### src/rtl/apfm_consts.vh
`ifndef APFM_CONSTS_VH
`define APFM_CONSTS_VH
// Register byte offsets
`define APFM_CTRL_OFF    12'h000
`define APFM_STATUS_OFF  12'h004
`define APFM_OLCNT_OFF   12'h008
// Control field positions
`define APFM_CTRL_MODE_LSB 0
`define APFM_CTRL_MODE_MSB 1
`define APFM_CTRL_OCSEL_LSB 2
`define APFM_CTRL_OCSEL_MSB 5
`define APFM_CTRL_PSDONE_BIT 6
// Reset values
`define APFM_CTRL_RST    32'h0000_0000
// Output configurations
`define APFM_CFG_BTL     2'h0
`define APFM_CFG_MIXED   2'h1
`define APFM_CFG_PARALLEL_BRIDGE    2'h2
`define APFM_CFG_SE      2'h3
// Overcurrent select codes: 0..3 cycle limit, 4..7 latched, others invalid
`define APFM_OCSEL_CLIM_LO 4'h0
`define APFM_OCSEL_CLIM_HI 4'h3
`define APFM_OCSEL_LAT_LO  4'h4
`define APFM_OCSEL_LAT_HI  4'h7
`define APFM_LEVEL_MIN     2'h3
// Overload counter terminal count
`define APFM_OL_MAX        8'h10
// Pin-short check step length in ns (arbitrary plain default)
`define APFM_PS_STEP_NS    4000
`define APFM_CLK_NS        4
`define APFM_PS_STEP_CYC   ((`APFM_PS_STEP_NS + `APFM_CLK_NS - 1) / `APFM_CLK_NS)
`endif

### src/rtl/apfm_core.v
// Implementation choices: register access over APB and the address map.
`timescale 1ns/10ps
`default_nettype none
// How it works
// - Any shutdown fault: outputs Hi-Z, report low
// - Non-latched faults clear themselves when gone
// - Bootstrap undervoltage disables only its half bridge
// - Overcurrent flags per switch, limit or latch
// - Cycle-limit flips bridge until next frame
// - Counter up on event, down on clean frame
// - Counter at maximum latches channel off
// - Latched mode shuts down on first event
// - Select code picks mode and trip level
// - Invalid select uses lowest trip level
// - DC imbalance counts; off in parallel/single-ended
// - Pin-short check only at startup
// - Check ground shorts, then supply shorts
// - Short found: all Hi-Z until removed
// - Check holds report low, ignores reset
// - Reset never reruns check; no single-ended
// - Heat warning drives warning output low
// - Thermal shutdown latched, all Hi-Z, report
// - Only reset clears thermal shutdown
// - Power-on clear resets overload state
// - Supply undervoltage: all Hi-Z, report low
// - Resume when all undervoltage flags clear
// - Reset low forces report output high
// - Report and warning are open-drain active-low
`include "apfm_consts.vh"

module apfm_core (
  input  wire        clock,        // 250 MHz core clock
  input  wire        rst_n,        // Power-on clear, async
  input  wire        resetIn_n,    // Device reset pin level
  input  wire        pwmFrame,     // Pulse at start of PWM frame
  input  wire [3:0]  ocHigh,       // High-side overcurrent flags
  input  wire [3:0]  ocLow,        // Low-side overcurrent flags
  input  wire [1:0]  dcImbalance,  // Per BRIDGE_TIED channel DC flags
  input  wire [3:0]  bootUv,       // Bootstrap undervoltage per bridge
  input  wire        supplyUv,     // Any low-voltage or gate supply low
  input  wire        heatWarning,  // Junction above warning level
  input  wire        heatShutdown, // Junction above shutdown level
  input  wire        shortGnd,     // Some output shorted to ground
  input  wire        shortSupply,  // Some output shorted to supply
  input  wire        psel,         // APB select
  input  wire        penable,      // APB enable
  input  wire        pwrite,       // APB direction
  input  wire [11:0] paddr,        // APB byte address
  input  wire [31:0] pwdata,       // APB write data
  output reg  [31:0] prdata,       // APB read data
  output reg         pready,       // APB ready
  output reg         pslverr,      // APB error
  output reg  [3:0]  bridgeEnable, // Half bridge may switch
  output reg  [3:0]  bridgeFlip,   // Half bridge output inverted
  output reg  [1:0]  tripLevel,    // Comparator trip level, 0 highest
  output reg         psTestSupply, // Check in supply step
  output reg         faultOut,     // Report pin drive value
  output reg         faultOe,      // Report pin drive enable
  output reg         warnOut,      // Warning pin drive value
  output reg         warnOe        // Warning pin drive enable
);

  // ----------------------------------------------------------------
  // Pin-short check states
  // ----------------------------------------------------------------
  localparam [3:0] PS_GND  = 4'b0001; // Test ground shorts
  localparam [3:0] PS_SUP  = 4'b0010; // Test supply shorts
  localparam [3:0] PS_DONE = 4'b0100; // Startup finished
  localparam [3:0] PS_SKIP = 4'b1000; // Unused spare code
  localparam [15:0] STEP_CYC = `APFM_PS_STEP_CYC;

  reg  [31:0] ctrl_reg;              // Control register
  reg  [3:0]  psState_reg;           // Check state
  reg  [15:0] psCount_reg;           // Step timer
  reg  [7:0]  olCount_reg [0:1];     // Overload counters per channel
  reg  [1:0]  chanLatch_reg;         // Channel latched off
  reg         thermLatch_reg;        // Thermal shutdown latch
  reg  [3:0]  flip_reg;              // Frame-local flip per bridge
  reg  [1:0]  chanOc_reg;            // Overload event (cycle-limit OC or DC) seen this frame
  reg         resetPrev_reg;         // Previous reset pin level

  wire [1:0]  cfg     = ctrl_reg[`APFM_CTRL_MODE_MSB:`APFM_CTRL_MODE_LSB];
  wire [3:0]  ocSel   = ctrl_reg[`APFM_CTRL_OCSEL_MSB:`APFM_CTRL_OCSEL_LSB];
  wire        psOk    = ctrl_reg[`APFM_CTRL_PSDONE_BIT];
  wire [3:0]  ocAny   = ocHigh | ocLow;
  wire        psBusy  = (psState_reg != PS_DONE);
  wire        resetLow = ~resetIn_n & ~psBusy;
  wire        resetRise = resetIn_n & ~resetPrev_reg & ~psBusy;
  // Mode and level decode from the select code
  wire        selClim = (ocSel <= `APFM_OCSEL_CLIM_HI);
  wire        selLat  = (ocSel >= `APFM_OCSEL_LAT_LO) &&
                        (ocSel <= `APFM_OCSEL_LAT_HI);
  wire        cycleLimitMode = selClim;
  wire [1:0]  levelNext = selClim ? ocSel[1:0] :
                          selLat  ? ocSel[1:0] :
                          `APFM_LEVEL_MIN;
  wire        dcEnabled = (cfg == `APFM_CFG_BTL) ||
                          (cfg == `APFM_CFG_MIXED);
  wire        globalOff = supplyUv | thermLatch_reg | psBusy |
                          ~resetIn_n;
  wire        anyFault  = supplyUv | thermLatch_reg | (|chanLatch_reg);

  // ----------------------------------------------------------------
  // Pin-short check sequencer
  // ----------------------------------------------------------------
  // Runs once after power-on clear; device reset never restarts it
  always @(posedge clock or negedge rst_n) begin
    if (!rst_n) begin
      psState_reg <= PS_GND;
      psCount_reg <= 16'h0000;
    end else begin
      case (psState_reg)
        PS_GND: begin
          if (cfg == `APFM_CFG_SE) begin
            psState_reg <= PS_DONE;
          end else if (shortGnd) begin
            psCount_reg <= 16'h0000;
          end else if (psCount_reg == STEP_CYC - 16'h0001) begin
            psState_reg <= PS_SUP;
            psCount_reg <= 16'h0000;
          end else begin
            psCount_reg <= psCount_reg + 16'h0001;
          end
        end
        PS_SUP: begin
          if (shortSupply) begin
            psCount_reg <= 16'h0000;
          end else if (psCount_reg == STEP_CYC - 16'h0001) begin
            psState_reg <= PS_DONE;
          end else begin
            psCount_reg <= psCount_reg + 16'h0001;
          end
        end
        PS_DONE: begin
          psState_reg <= PS_DONE;
        end
        default: begin
          psState_reg <= PS_DONE;
        end
      endcase
    end
  end

  // ----------------------------------------------------------------
  // Reset edge tracker and thermal latch
  // ----------------------------------------------------------------
  // Only a low reset pin clears the thermal latch; heat wins
  always @(posedge clock or negedge rst_n) begin
    if (!rst_n) begin
      resetPrev_reg  <= 1'b1;
      thermLatch_reg <= 1'b0;
    end else begin
      resetPrev_reg <= resetIn_n;
      if (heatShutdown) begin
        thermLatch_reg <= 1'b1;
      end else if (resetLow) begin
        thermLatch_reg <= 1'b0;
      end
    end
  end

  // ----------------------------------------------------------------
  // Per-channel overload handling
  // ----------------------------------------------------------------
  // Channel 0 owns bridges A,B; channel 1 owns C,D
  genvar ch;
  generate
    for (ch = 0; ch < 2; ch = ch + 1) begin : gChan
      wire evOc = |ocAny[2*ch+1:2*ch];
      wire evDc = dcImbalance[ch] & dcEnabled;
      wire ev   = (evOc & cycleLimitMode) | evDc;
      always @(posedge clock or negedge rst_n) begin
        if (!rst_n) begin
          olCount_reg[ch]   <= 8'h00;
          chanLatch_reg[ch] <= 1'b0;
          chanOc_reg[ch]    <= 1'b0;
        end else begin
          // Latch sets win over a reset-pin clear
          if ((evOc & ~cycleLimitMode) ||
              (olCount_reg[ch] == `APFM_OL_MAX)) begin
            chanLatch_reg[ch] <= 1'b1;
          end else if (resetLow) begin
            chanLatch_reg[ch] <= 1'b0;
          end
          // Count up per event, down per clean frame
          if (resetLow) begin
            olCount_reg[ch] <= 8'h00;
          end else if (ev && olCount_reg[ch] != `APFM_OL_MAX) begin
            olCount_reg[ch] <= olCount_reg[ch] + 8'h01;
          end else if (pwmFrame && !chanOc_reg[ch] && !ev &&
                       olCount_reg[ch] != 8'h00 &&
                       olCount_reg[ch] != `APFM_OL_MAX) begin
            olCount_reg[ch] <= olCount_reg[ch] - 8'h01;
          end
          if (pwmFrame) begin
            chanOc_reg[ch] <= 1'b0;
          end else if (ev) begin
            chanOc_reg[ch] <= 1'b1;
          end
        end
      end
    end
  endgenerate

  // ----------------------------------------------------------------
  // Per-bridge flip and enable
  // ----------------------------------------------------------------
  genvar hb;
  generate
    for (hb = 0; hb < 4; hb = hb + 1) begin : gBridge
      always @(posedge clock or negedge rst_n) begin
        if (!rst_n) begin
          flip_reg[hb]     <= 1'b0;
          bridgeEnable[hb] <= 1'b0;
        end else begin
          // Frame start clears the flip, events in cycle-limit set it
          if (pwmFrame) begin
            flip_reg[hb] <= 1'b0;
          end else if (ocAny[hb] && cycleLimitMode) begin
            flip_reg[hb] <= 1'b1;
          end
          bridgeEnable[hb] <= ~globalOff & ~chanLatch_reg[hb/2] &
                              ~bootUv[hb];
        end
      end
    end
  endgenerate

  // ----------------------------------------------------------------
  // Pins and derived outputs
  // ----------------------------------------------------------------
  // Open-drain: drive low only, enable high while pulling
  always @(posedge clock or negedge rst_n) begin
    if (!rst_n) begin
      bridgeFlip   <= 4'h0;
      tripLevel    <= `APFM_LEVEL_MIN;
      psTestSupply <= 1'b0;
      faultOut     <= 1'b0;
      faultOe      <= 1'b0;
      warnOut      <= 1'b0;
      warnOe       <= 1'b0;
    end else begin
      bridgeFlip   <= flip_reg;
      tripLevel    <= levelNext;
      psTestSupply <= (psState_reg == PS_SUP);
      faultOut     <= 1'b0;
      warnOut      <= 1'b0;
      if (psBusy) begin
        faultOe <= 1'b1;
      end else if (!resetIn_n) begin
        faultOe <= 1'b0;
      end else begin
        faultOe <= anyFault;
      end
      warnOe <= heatWarning;
    end
  end

  // ----------------------------------------------------------------
  // APB slave, zero wait states
  // ----------------------------------------------------------------
  wire [31:0] statusWord = {18'h00000, psOk, resetRise, bootUv,
                            thermLatch_reg, chanLatch_reg,
                            psState_reg, supplyUv};
  always @(posedge clock or negedge rst_n) begin
    if (!rst_n) begin
      ctrl_reg <= `APFM_CTRL_RST;
      prdata   <= 32'h0000_0000;
      pready   <= 1'b0;
      pslverr  <= 1'b0;
    end else begin
      pready  <= psel & ~penable;
      pslverr <= 1'b0;
      if (psel && !penable) begin
        prdata <= 32'h0000_0000;
        case (paddr)
          `APFM_CTRL_OFF: begin
            if (pwrite) ctrl_reg <= pwdata & 32'h0000_003f;
            else prdata <= ctrl_reg;
          end
          `APFM_STATUS_OFF: begin
            if (!pwrite) prdata <= statusWord;
          end
          `APFM_OLCNT_OFF: begin
            if (!pwrite) prdata <= {16'h0000, olCount_reg[1],
                                    olCount_reg[0]};
          end
          default: begin
            pslverr <= 1'b1;
          end
        endcase
      end
    end
  end

endmodule // apfm_core
`default_nettype wire
### config.mk
export PLATFORM = sky130hd
export DESIGN_NAME = apfm_core
export DESIGN_NICKNAME = d
export VERILOG_FILES = /design/src/rtl/apfm_core.v
export VERILOG_INCLUDE_DIRS = /design/src /design/src/rtl
export SDC_FILE = /design/constraint.sdc
export NUM_CORES = 1
export LEC_CHECK = 0
export BUFFER_PORTS_ARGS = -buffer_cell sky130_fd_sc_hd__buf_2
export CORE_ASPECT_RATIO = 0.9
export CORE_MARGIN = 5
export CORE_UTILIZATION = 40
export DETAILED_ROUTE_END_ITERATION = 10
export GPL_TIMING_DRIVEN = 0
export HOLD_SLACK_MARGIN = 0.15
export PLACE_DENSITY_LB_ADDON = 0.08
export SLEW_MARGIN = 0
export SYNTH_ARGS = -nofsm -noshare
export SYNTH_HDL_FRONTEND = slang
export SYNTH_SLANG_ARGS = --single-unit
export TNS_END_PERCENT = 1
### constraint.sdc
create_clock -name clock -period 7 [get_ports clock]
set_input_delay 1.75 -clock clock [delete_from_list [all_inputs] [get_ports clock]]
set_output_delay 1.75 -clock clock [all_outputs]
set_load 0.05 [all_outputs]
======== Word-level counts from Yosys, hierarchy flattened ========
Cells that the tools add are included.
word-level totals
  flip-flop bits (word level) ............. 99
  input bits .............................. 70
  output and inout port bits .............. 49
  word-level logic and storage cells ...... 179
operators by class
  add/sub/neg operators ................... 5
  order comparisons ....................... 3
  equal/unequal tests ..................... 18
  mux-type cells .......................... 44
  bitwise logic cells ..................... 35
  reduce and logical (&&, ||, !) cells .... 47
operator list
  operator                                               count
  2-to-1 mux 16 bit                                      6
  2-to-1 mux 8 bit                                       6
  one-hot mux 16 bit (3 select lines)                    1
  one-hot mux 16 bit (2 select lines)                    1
  2-to-1 mux 1 bit                                       20
  2-to-1 mux 4 bit                                       5
  nonzero test 2 bit                                     10
  adder 16 x 1 -> 16 bit, second input constant          1
  adder 8 x 1 -> 8 bit, second input constant            2
  AND 1 bit                                              16
  equality test 16 x 10 -> 1 bit, second input constant  1
  equality test 8 x 5 -> 1 bit, second input constant    2
  logical AND 1 bit                                      16
  inequality test 8 x 5 -> 1 bit, second input constant  2
  nonzero test 8 bit                                     2
  subtractor 8 x 1 -> 8 bit, second input constant       2
  2-to-1 mux 13 bit                                      1
  equality test 12 x 3 -> 1 bit, second input constant   1
  equality test 12 x 4 -> 1 bit, second input constant   1
  logical NOT 12 bit                                     1
  inverter 1 bit                                         12
  inequality test 3 bit, second input constant           3
  one-hot mux 4 bit (2 select lines)                     1
  2-to-1 mux 6 bit                                       1
  other kinds (20)                                       38

======== Longest topological paths before layout ========
  depth after elaboration ................. 11
  mapped depth ............................ 11
  gate-level depth less buffers ........... 10

======== Worst setup path after synthesis ========
OpenSTA, ideal clock, no wires.
  path type ............................... input port to flip-flop
  start point ............................. input ocLow[2]
  end point ............................... register olCount_reg[6] (netlist name)
  setup time .............................. 0.078 ns
  arrival time ............................ 4.097 ns
  slack ................................... 2.825 ns
  cell stages on the path ................. 9
  path buffers ............................ 0
  path through ............................ nor2_1 -> o2bb2ai_1 -> o21ai_2 -> ha_1 -> nor2b_1 -> o31a_1 -> or4b_2 -> a32o_1 -> a21oi_1
on the way
  longest elaborated chain between the ends .. 9
  elaborated cells between the ends (all ways) .. 12
  those cells by class .................... 2 x mux; 3 x bitwise; 7 x reduce/logical
ends and longest elaborated chain
  element                          line             RTL
  start, declared                  apfm_core.v:37   input wire [3:0] ocLow,
  bitwise OR 4 bit *               apfm_core.v:85   wire [3:0] ocAny = ocHigh | ocLow;
  OR reduction 2 bit *             apfm_core.v:169  wire evOc = |ocAny[2*ch+1:2*ch];
  AND 1 bit *                      apfm_core.v:171  wire ev = (evOc & cycleLimitMode) | evDc;
  bitwise OR 1 bit *               apfm_core.v:171
  logical NOT 1 bit                apfm_core.v:190  end else if (pwmFrame && !chanOc_reg[ch] && !ev &&
  logical AND 1 bit (2 in series)  apfm_core.v:190
  logical AND 1 bit (no line)      -
  nonzero test 3 bit (no line)     -
  end signal, assigned by index    apfm_core.v:189  olCount_reg[ch] <= olCount_reg[ch] + 8'h01;
  end signal, assigned by index    apfm_core.v:193  olCount_reg[ch] <= olCount_reg[ch] - 8'h01;
  end, declared                    apfm_core.v:75   reg [7:0] olCount_reg [0:1];
Every way passes the cells marked *; elsewhere a longest branch is shown, timed or not.
A chain may end at the register's enable or synchronous reset.

======== Worst setup path in the final report ========
  start point ............................. input ocLow[1]
  end point ............................... register olCount_reg[14] (netlist name)
The elaborated chain is that of the path after synthesis.

==> summary.md <==
| Metric | Value |
|---|---|
| Final Util | `0.505` |
| CTS Buffer Depth | `2` |
| Yosys top cell area share | `0.433` |
| Grt ovf | `0` |
| Hold-fix buffers, CTS | `0` |
| Placer Congestion | `about 0.9` |
| 1st-iter DRT viols | `~250` |
| Max VDD drop | `approximately 0.17 mV` |
| H-tree depth | `3` |
| Synth warn | `0` |
| Worst Slack Setup Final | `2660 ps` |
| Final Hold Fails | `0` |
| Register area share after synthesis | `0.457` |
| Worst-Skew Late Latency | `~350 ps` |
| Number of synthesized flops with an enable pin | `0` |
| Gr usage total | `0.184` |
| Root Driver | `clkbuf_16` |
| Final Cycle Share | `0.620` |
| Critical-path top delay cell | `o21ai_2` |
| Worst clock skew | `just under 7 ps` |
| Synth cell count leaders | `dfrtp_1 (78), nand2_1 (46), nor2_1 (37)` |
| Async set-or-reset flop fraction in the synthesized netlist | `1.00` |
| Min cycle time layout | `approximately 4300 ps` |
| CTS tree | `done` |
| Routed WL | `~12000 µm` |
| DRT Pass-1 Iters | `6` |
| Number of buffers added for setup after CTS | `0` |
| Core area | `about 0.011 mm²` |
| Vias in the first global route | `3741` |
| RSZ-0062 raised after global routing | `no` |
| Final Cell Area | `about 0.0055 mm²` |
| Number of diodes | `0` |
| DRC violations left | `0` |
| Clock slew at the register clock pins of the worst setup and hold paths | `around 60 ps` |
| Hold Crit Class | `reg -> reg` |
| Status | `finished, final reports clean` |
| Pins Over Slew Limit | `0` |
| Startpoint types | `input pin` |
| Rel. slew slack | `0.269` |
| Die footprint | `0.0135 mm²` |
| Synth area leader | `dfrtp_1` |
| Synth Flop Type | `dfrtp_1` |
| DP HPWL | `a little over 9000 µm` |
| Via density | `approximately 5.3` |
| Synth top area cells | `dfrtp_1 (43%), nand2_1 (3.8%), ha_1 (3.6%)` |
| Yosys reg bits | `roughly 80` |
| Slew @ Worst Pin | `between 1000 and 1500 ps` |
| Filler cell count | `between 1000 and 1500` |
| Top-Level Pins | `roughly 120` |
| Reg area | `~0.0021 mm²` |
| Total CTS buffers | `9` |
| Kind of critical path | `in -> reg` |
| First-pass GRT wire length | `between 15000 and 20000 µm` |
| CTS sink count | `82` |
| Most common cell in the synthesized netlist | `dfrtp_1` |
| Initial core utilization | `0.412` |
| Fmax achieved | `around 230 MHz` |
| Pre-CTS worst setup slack | `2280 ps` |
| CP cell instances | `buf_2 > nor2_1 > nor2_1 > o21ai_2 > clkinv_1 > fa_1 > nor2b_1 > o31a_1 > nor4b_1 > o32ai_1 > a21oi_1` |
| Setup TNS | `0 ps` |
| Final Power | `approximately 1400 µW` |
| CP most frequent cell | `nor2_1` |
| Final #Nets | `around 660` |
| Crit path max fanout | `14` |
| Wire per inst | `between 15 and 20 µm` |
| Required @ worst endpoint | `slightly above 7000 ps` |
| Initial antenna violation count | `0` |
| PwrDens | `about 260 mW/mm²` |
| Die X | `roughly 120 µm` |
| Final setup viols | `0` |
| Post-Synthesis Cells | `474` |
| Port bufs | `74` |
| Post-CTS Resized | `0` |
| CP Capture Type | `register` |
| Largest net degree at the start of global routing | `49` |
| Pleak | `between 0.002 and 0.003 µW` |
| CP max stage delay | `approximately 550 ps` |
| Antenna Violating Nets Remaining | `0` |
| Fraction of layout cells with a size suffix above 1 | `0.242` |
| Distinct cell type count after synthesis | `62` |
| Area delta synth->final | `22.7%` |
| # rows | `36` |
| Die Height | `between 100 and 150 µm` |
| Post-Synthesis Cell Area | `approximately 0.0045 mm²` |
| Vias | `3912` |
| Placed cell areas | `a little over 0.005 mm²` |
| Synth Area per Inst | `~9.5 µm²` |
| Worst Path Arrival | `around 4500 ps` |
| MaxCap Viol Count | `0` |
| Area of the multi-input gates | `between 0.002 and 0.0025 mm²` |
layer usage:
layer,global-route usage,up-vias,routed length (µm)
li1,-,1930,-
met1,0.273,1828,5850
met2,0.262,141,5090
met3,0.0444,13,948
met4,0.0605,0,182
met5,0,-,0
layout by cell type (no fill, tap or decap), drive strengths merged, types with 3 or more instances in the layout:
master and n:
a21o 9, a21oi 32, a222oi 5, a22o 3, a22oi 7, and3 9
buf 94, bufinv 4, clkbuf 21, clkinv 4, conb 18, dfrtp 78
dfstp 4, ha 13, inv 12, mux2 6, nand2 47, nand2b 3
nand3 25, nand4 7, nor2 37, nor2b 7, nor3 14, nor3b 4
nor4 9, nor4b 5, o211ai 5, o21a 4, o21ai 31, o2bb2ai 3
o31ai 3, or2 5, or4 10, xnor2 8
power by group:
part	leakage [µW]	switching [µW]	total, µW	internal [µW]
clock network	0.000176	194	578	384
registers	0.00106	48.2	559	511
logic	0.00138	180	302	123
worst max-delay path: cells and delay by family:
family          cells  cell delay [ps]
compound gates      4             1110
fa+ha+maj           1              520
buf+inv             2              550
simple gates        4              600
kinds of logic (layout without fill, tap and decap cells):
family,after synthesis,after routing,synth area share
AND/OR/NAND/NOR,190,190,0.225
AO/OA/AOI/OAI,126,126,0.187
flip-flops,82,82,0.457
buffers and inverters,45,136,0.0528
adder cells (fa/ha/maj),15,15,0.0450
XOR/XNOR,8,8,0.0156
multiplexers,7,7,0.0172
other,1,18,0.000832
through the flow:
| step | hold slack (ps) | cells |
|---|---|---|
| 3_3_place_gp | 359 | 717 |
| 6_report | 369 | 734 |
| 2_1_floorplan | 354 | 491 |
| 4_1_cts | 374 | 734 |
| 3_5_place_dp | 361 | 718 |
| 5_1_grt | 388 | 734 |
layout make-up:
type	instances	share of cell area
multi-input combinational	364	0.412
sequential	82	0.372
buffer	31	0.0335
inverter	14	0.00951
tap	152	0.0344
clock inverter	7	0.0256
timing repair buffer	75	0.0724
clock buffer	9	0.0408
final timing paths:
path	from	end	slack [ps]	cells after the start
setup reg to reg	ctrl_reg[5]	olCount_reg[14]	3570	11
hold / removal	flip_reg[3]	bridgeFlip[3]	370	0
hold reg to reg	flip_reg[3]	bridgeFlip[3]	370	0
setup / recovery	ocLow[1]	olCount_reg[14]	2660	11
min in group asynchronous	rst_n	psCount_reg[14]	1350	1
max in group asynchronous	rst_n	resetPrev_reg	5010	2
No activity file was read; power rests on OpenSTA's default activity.
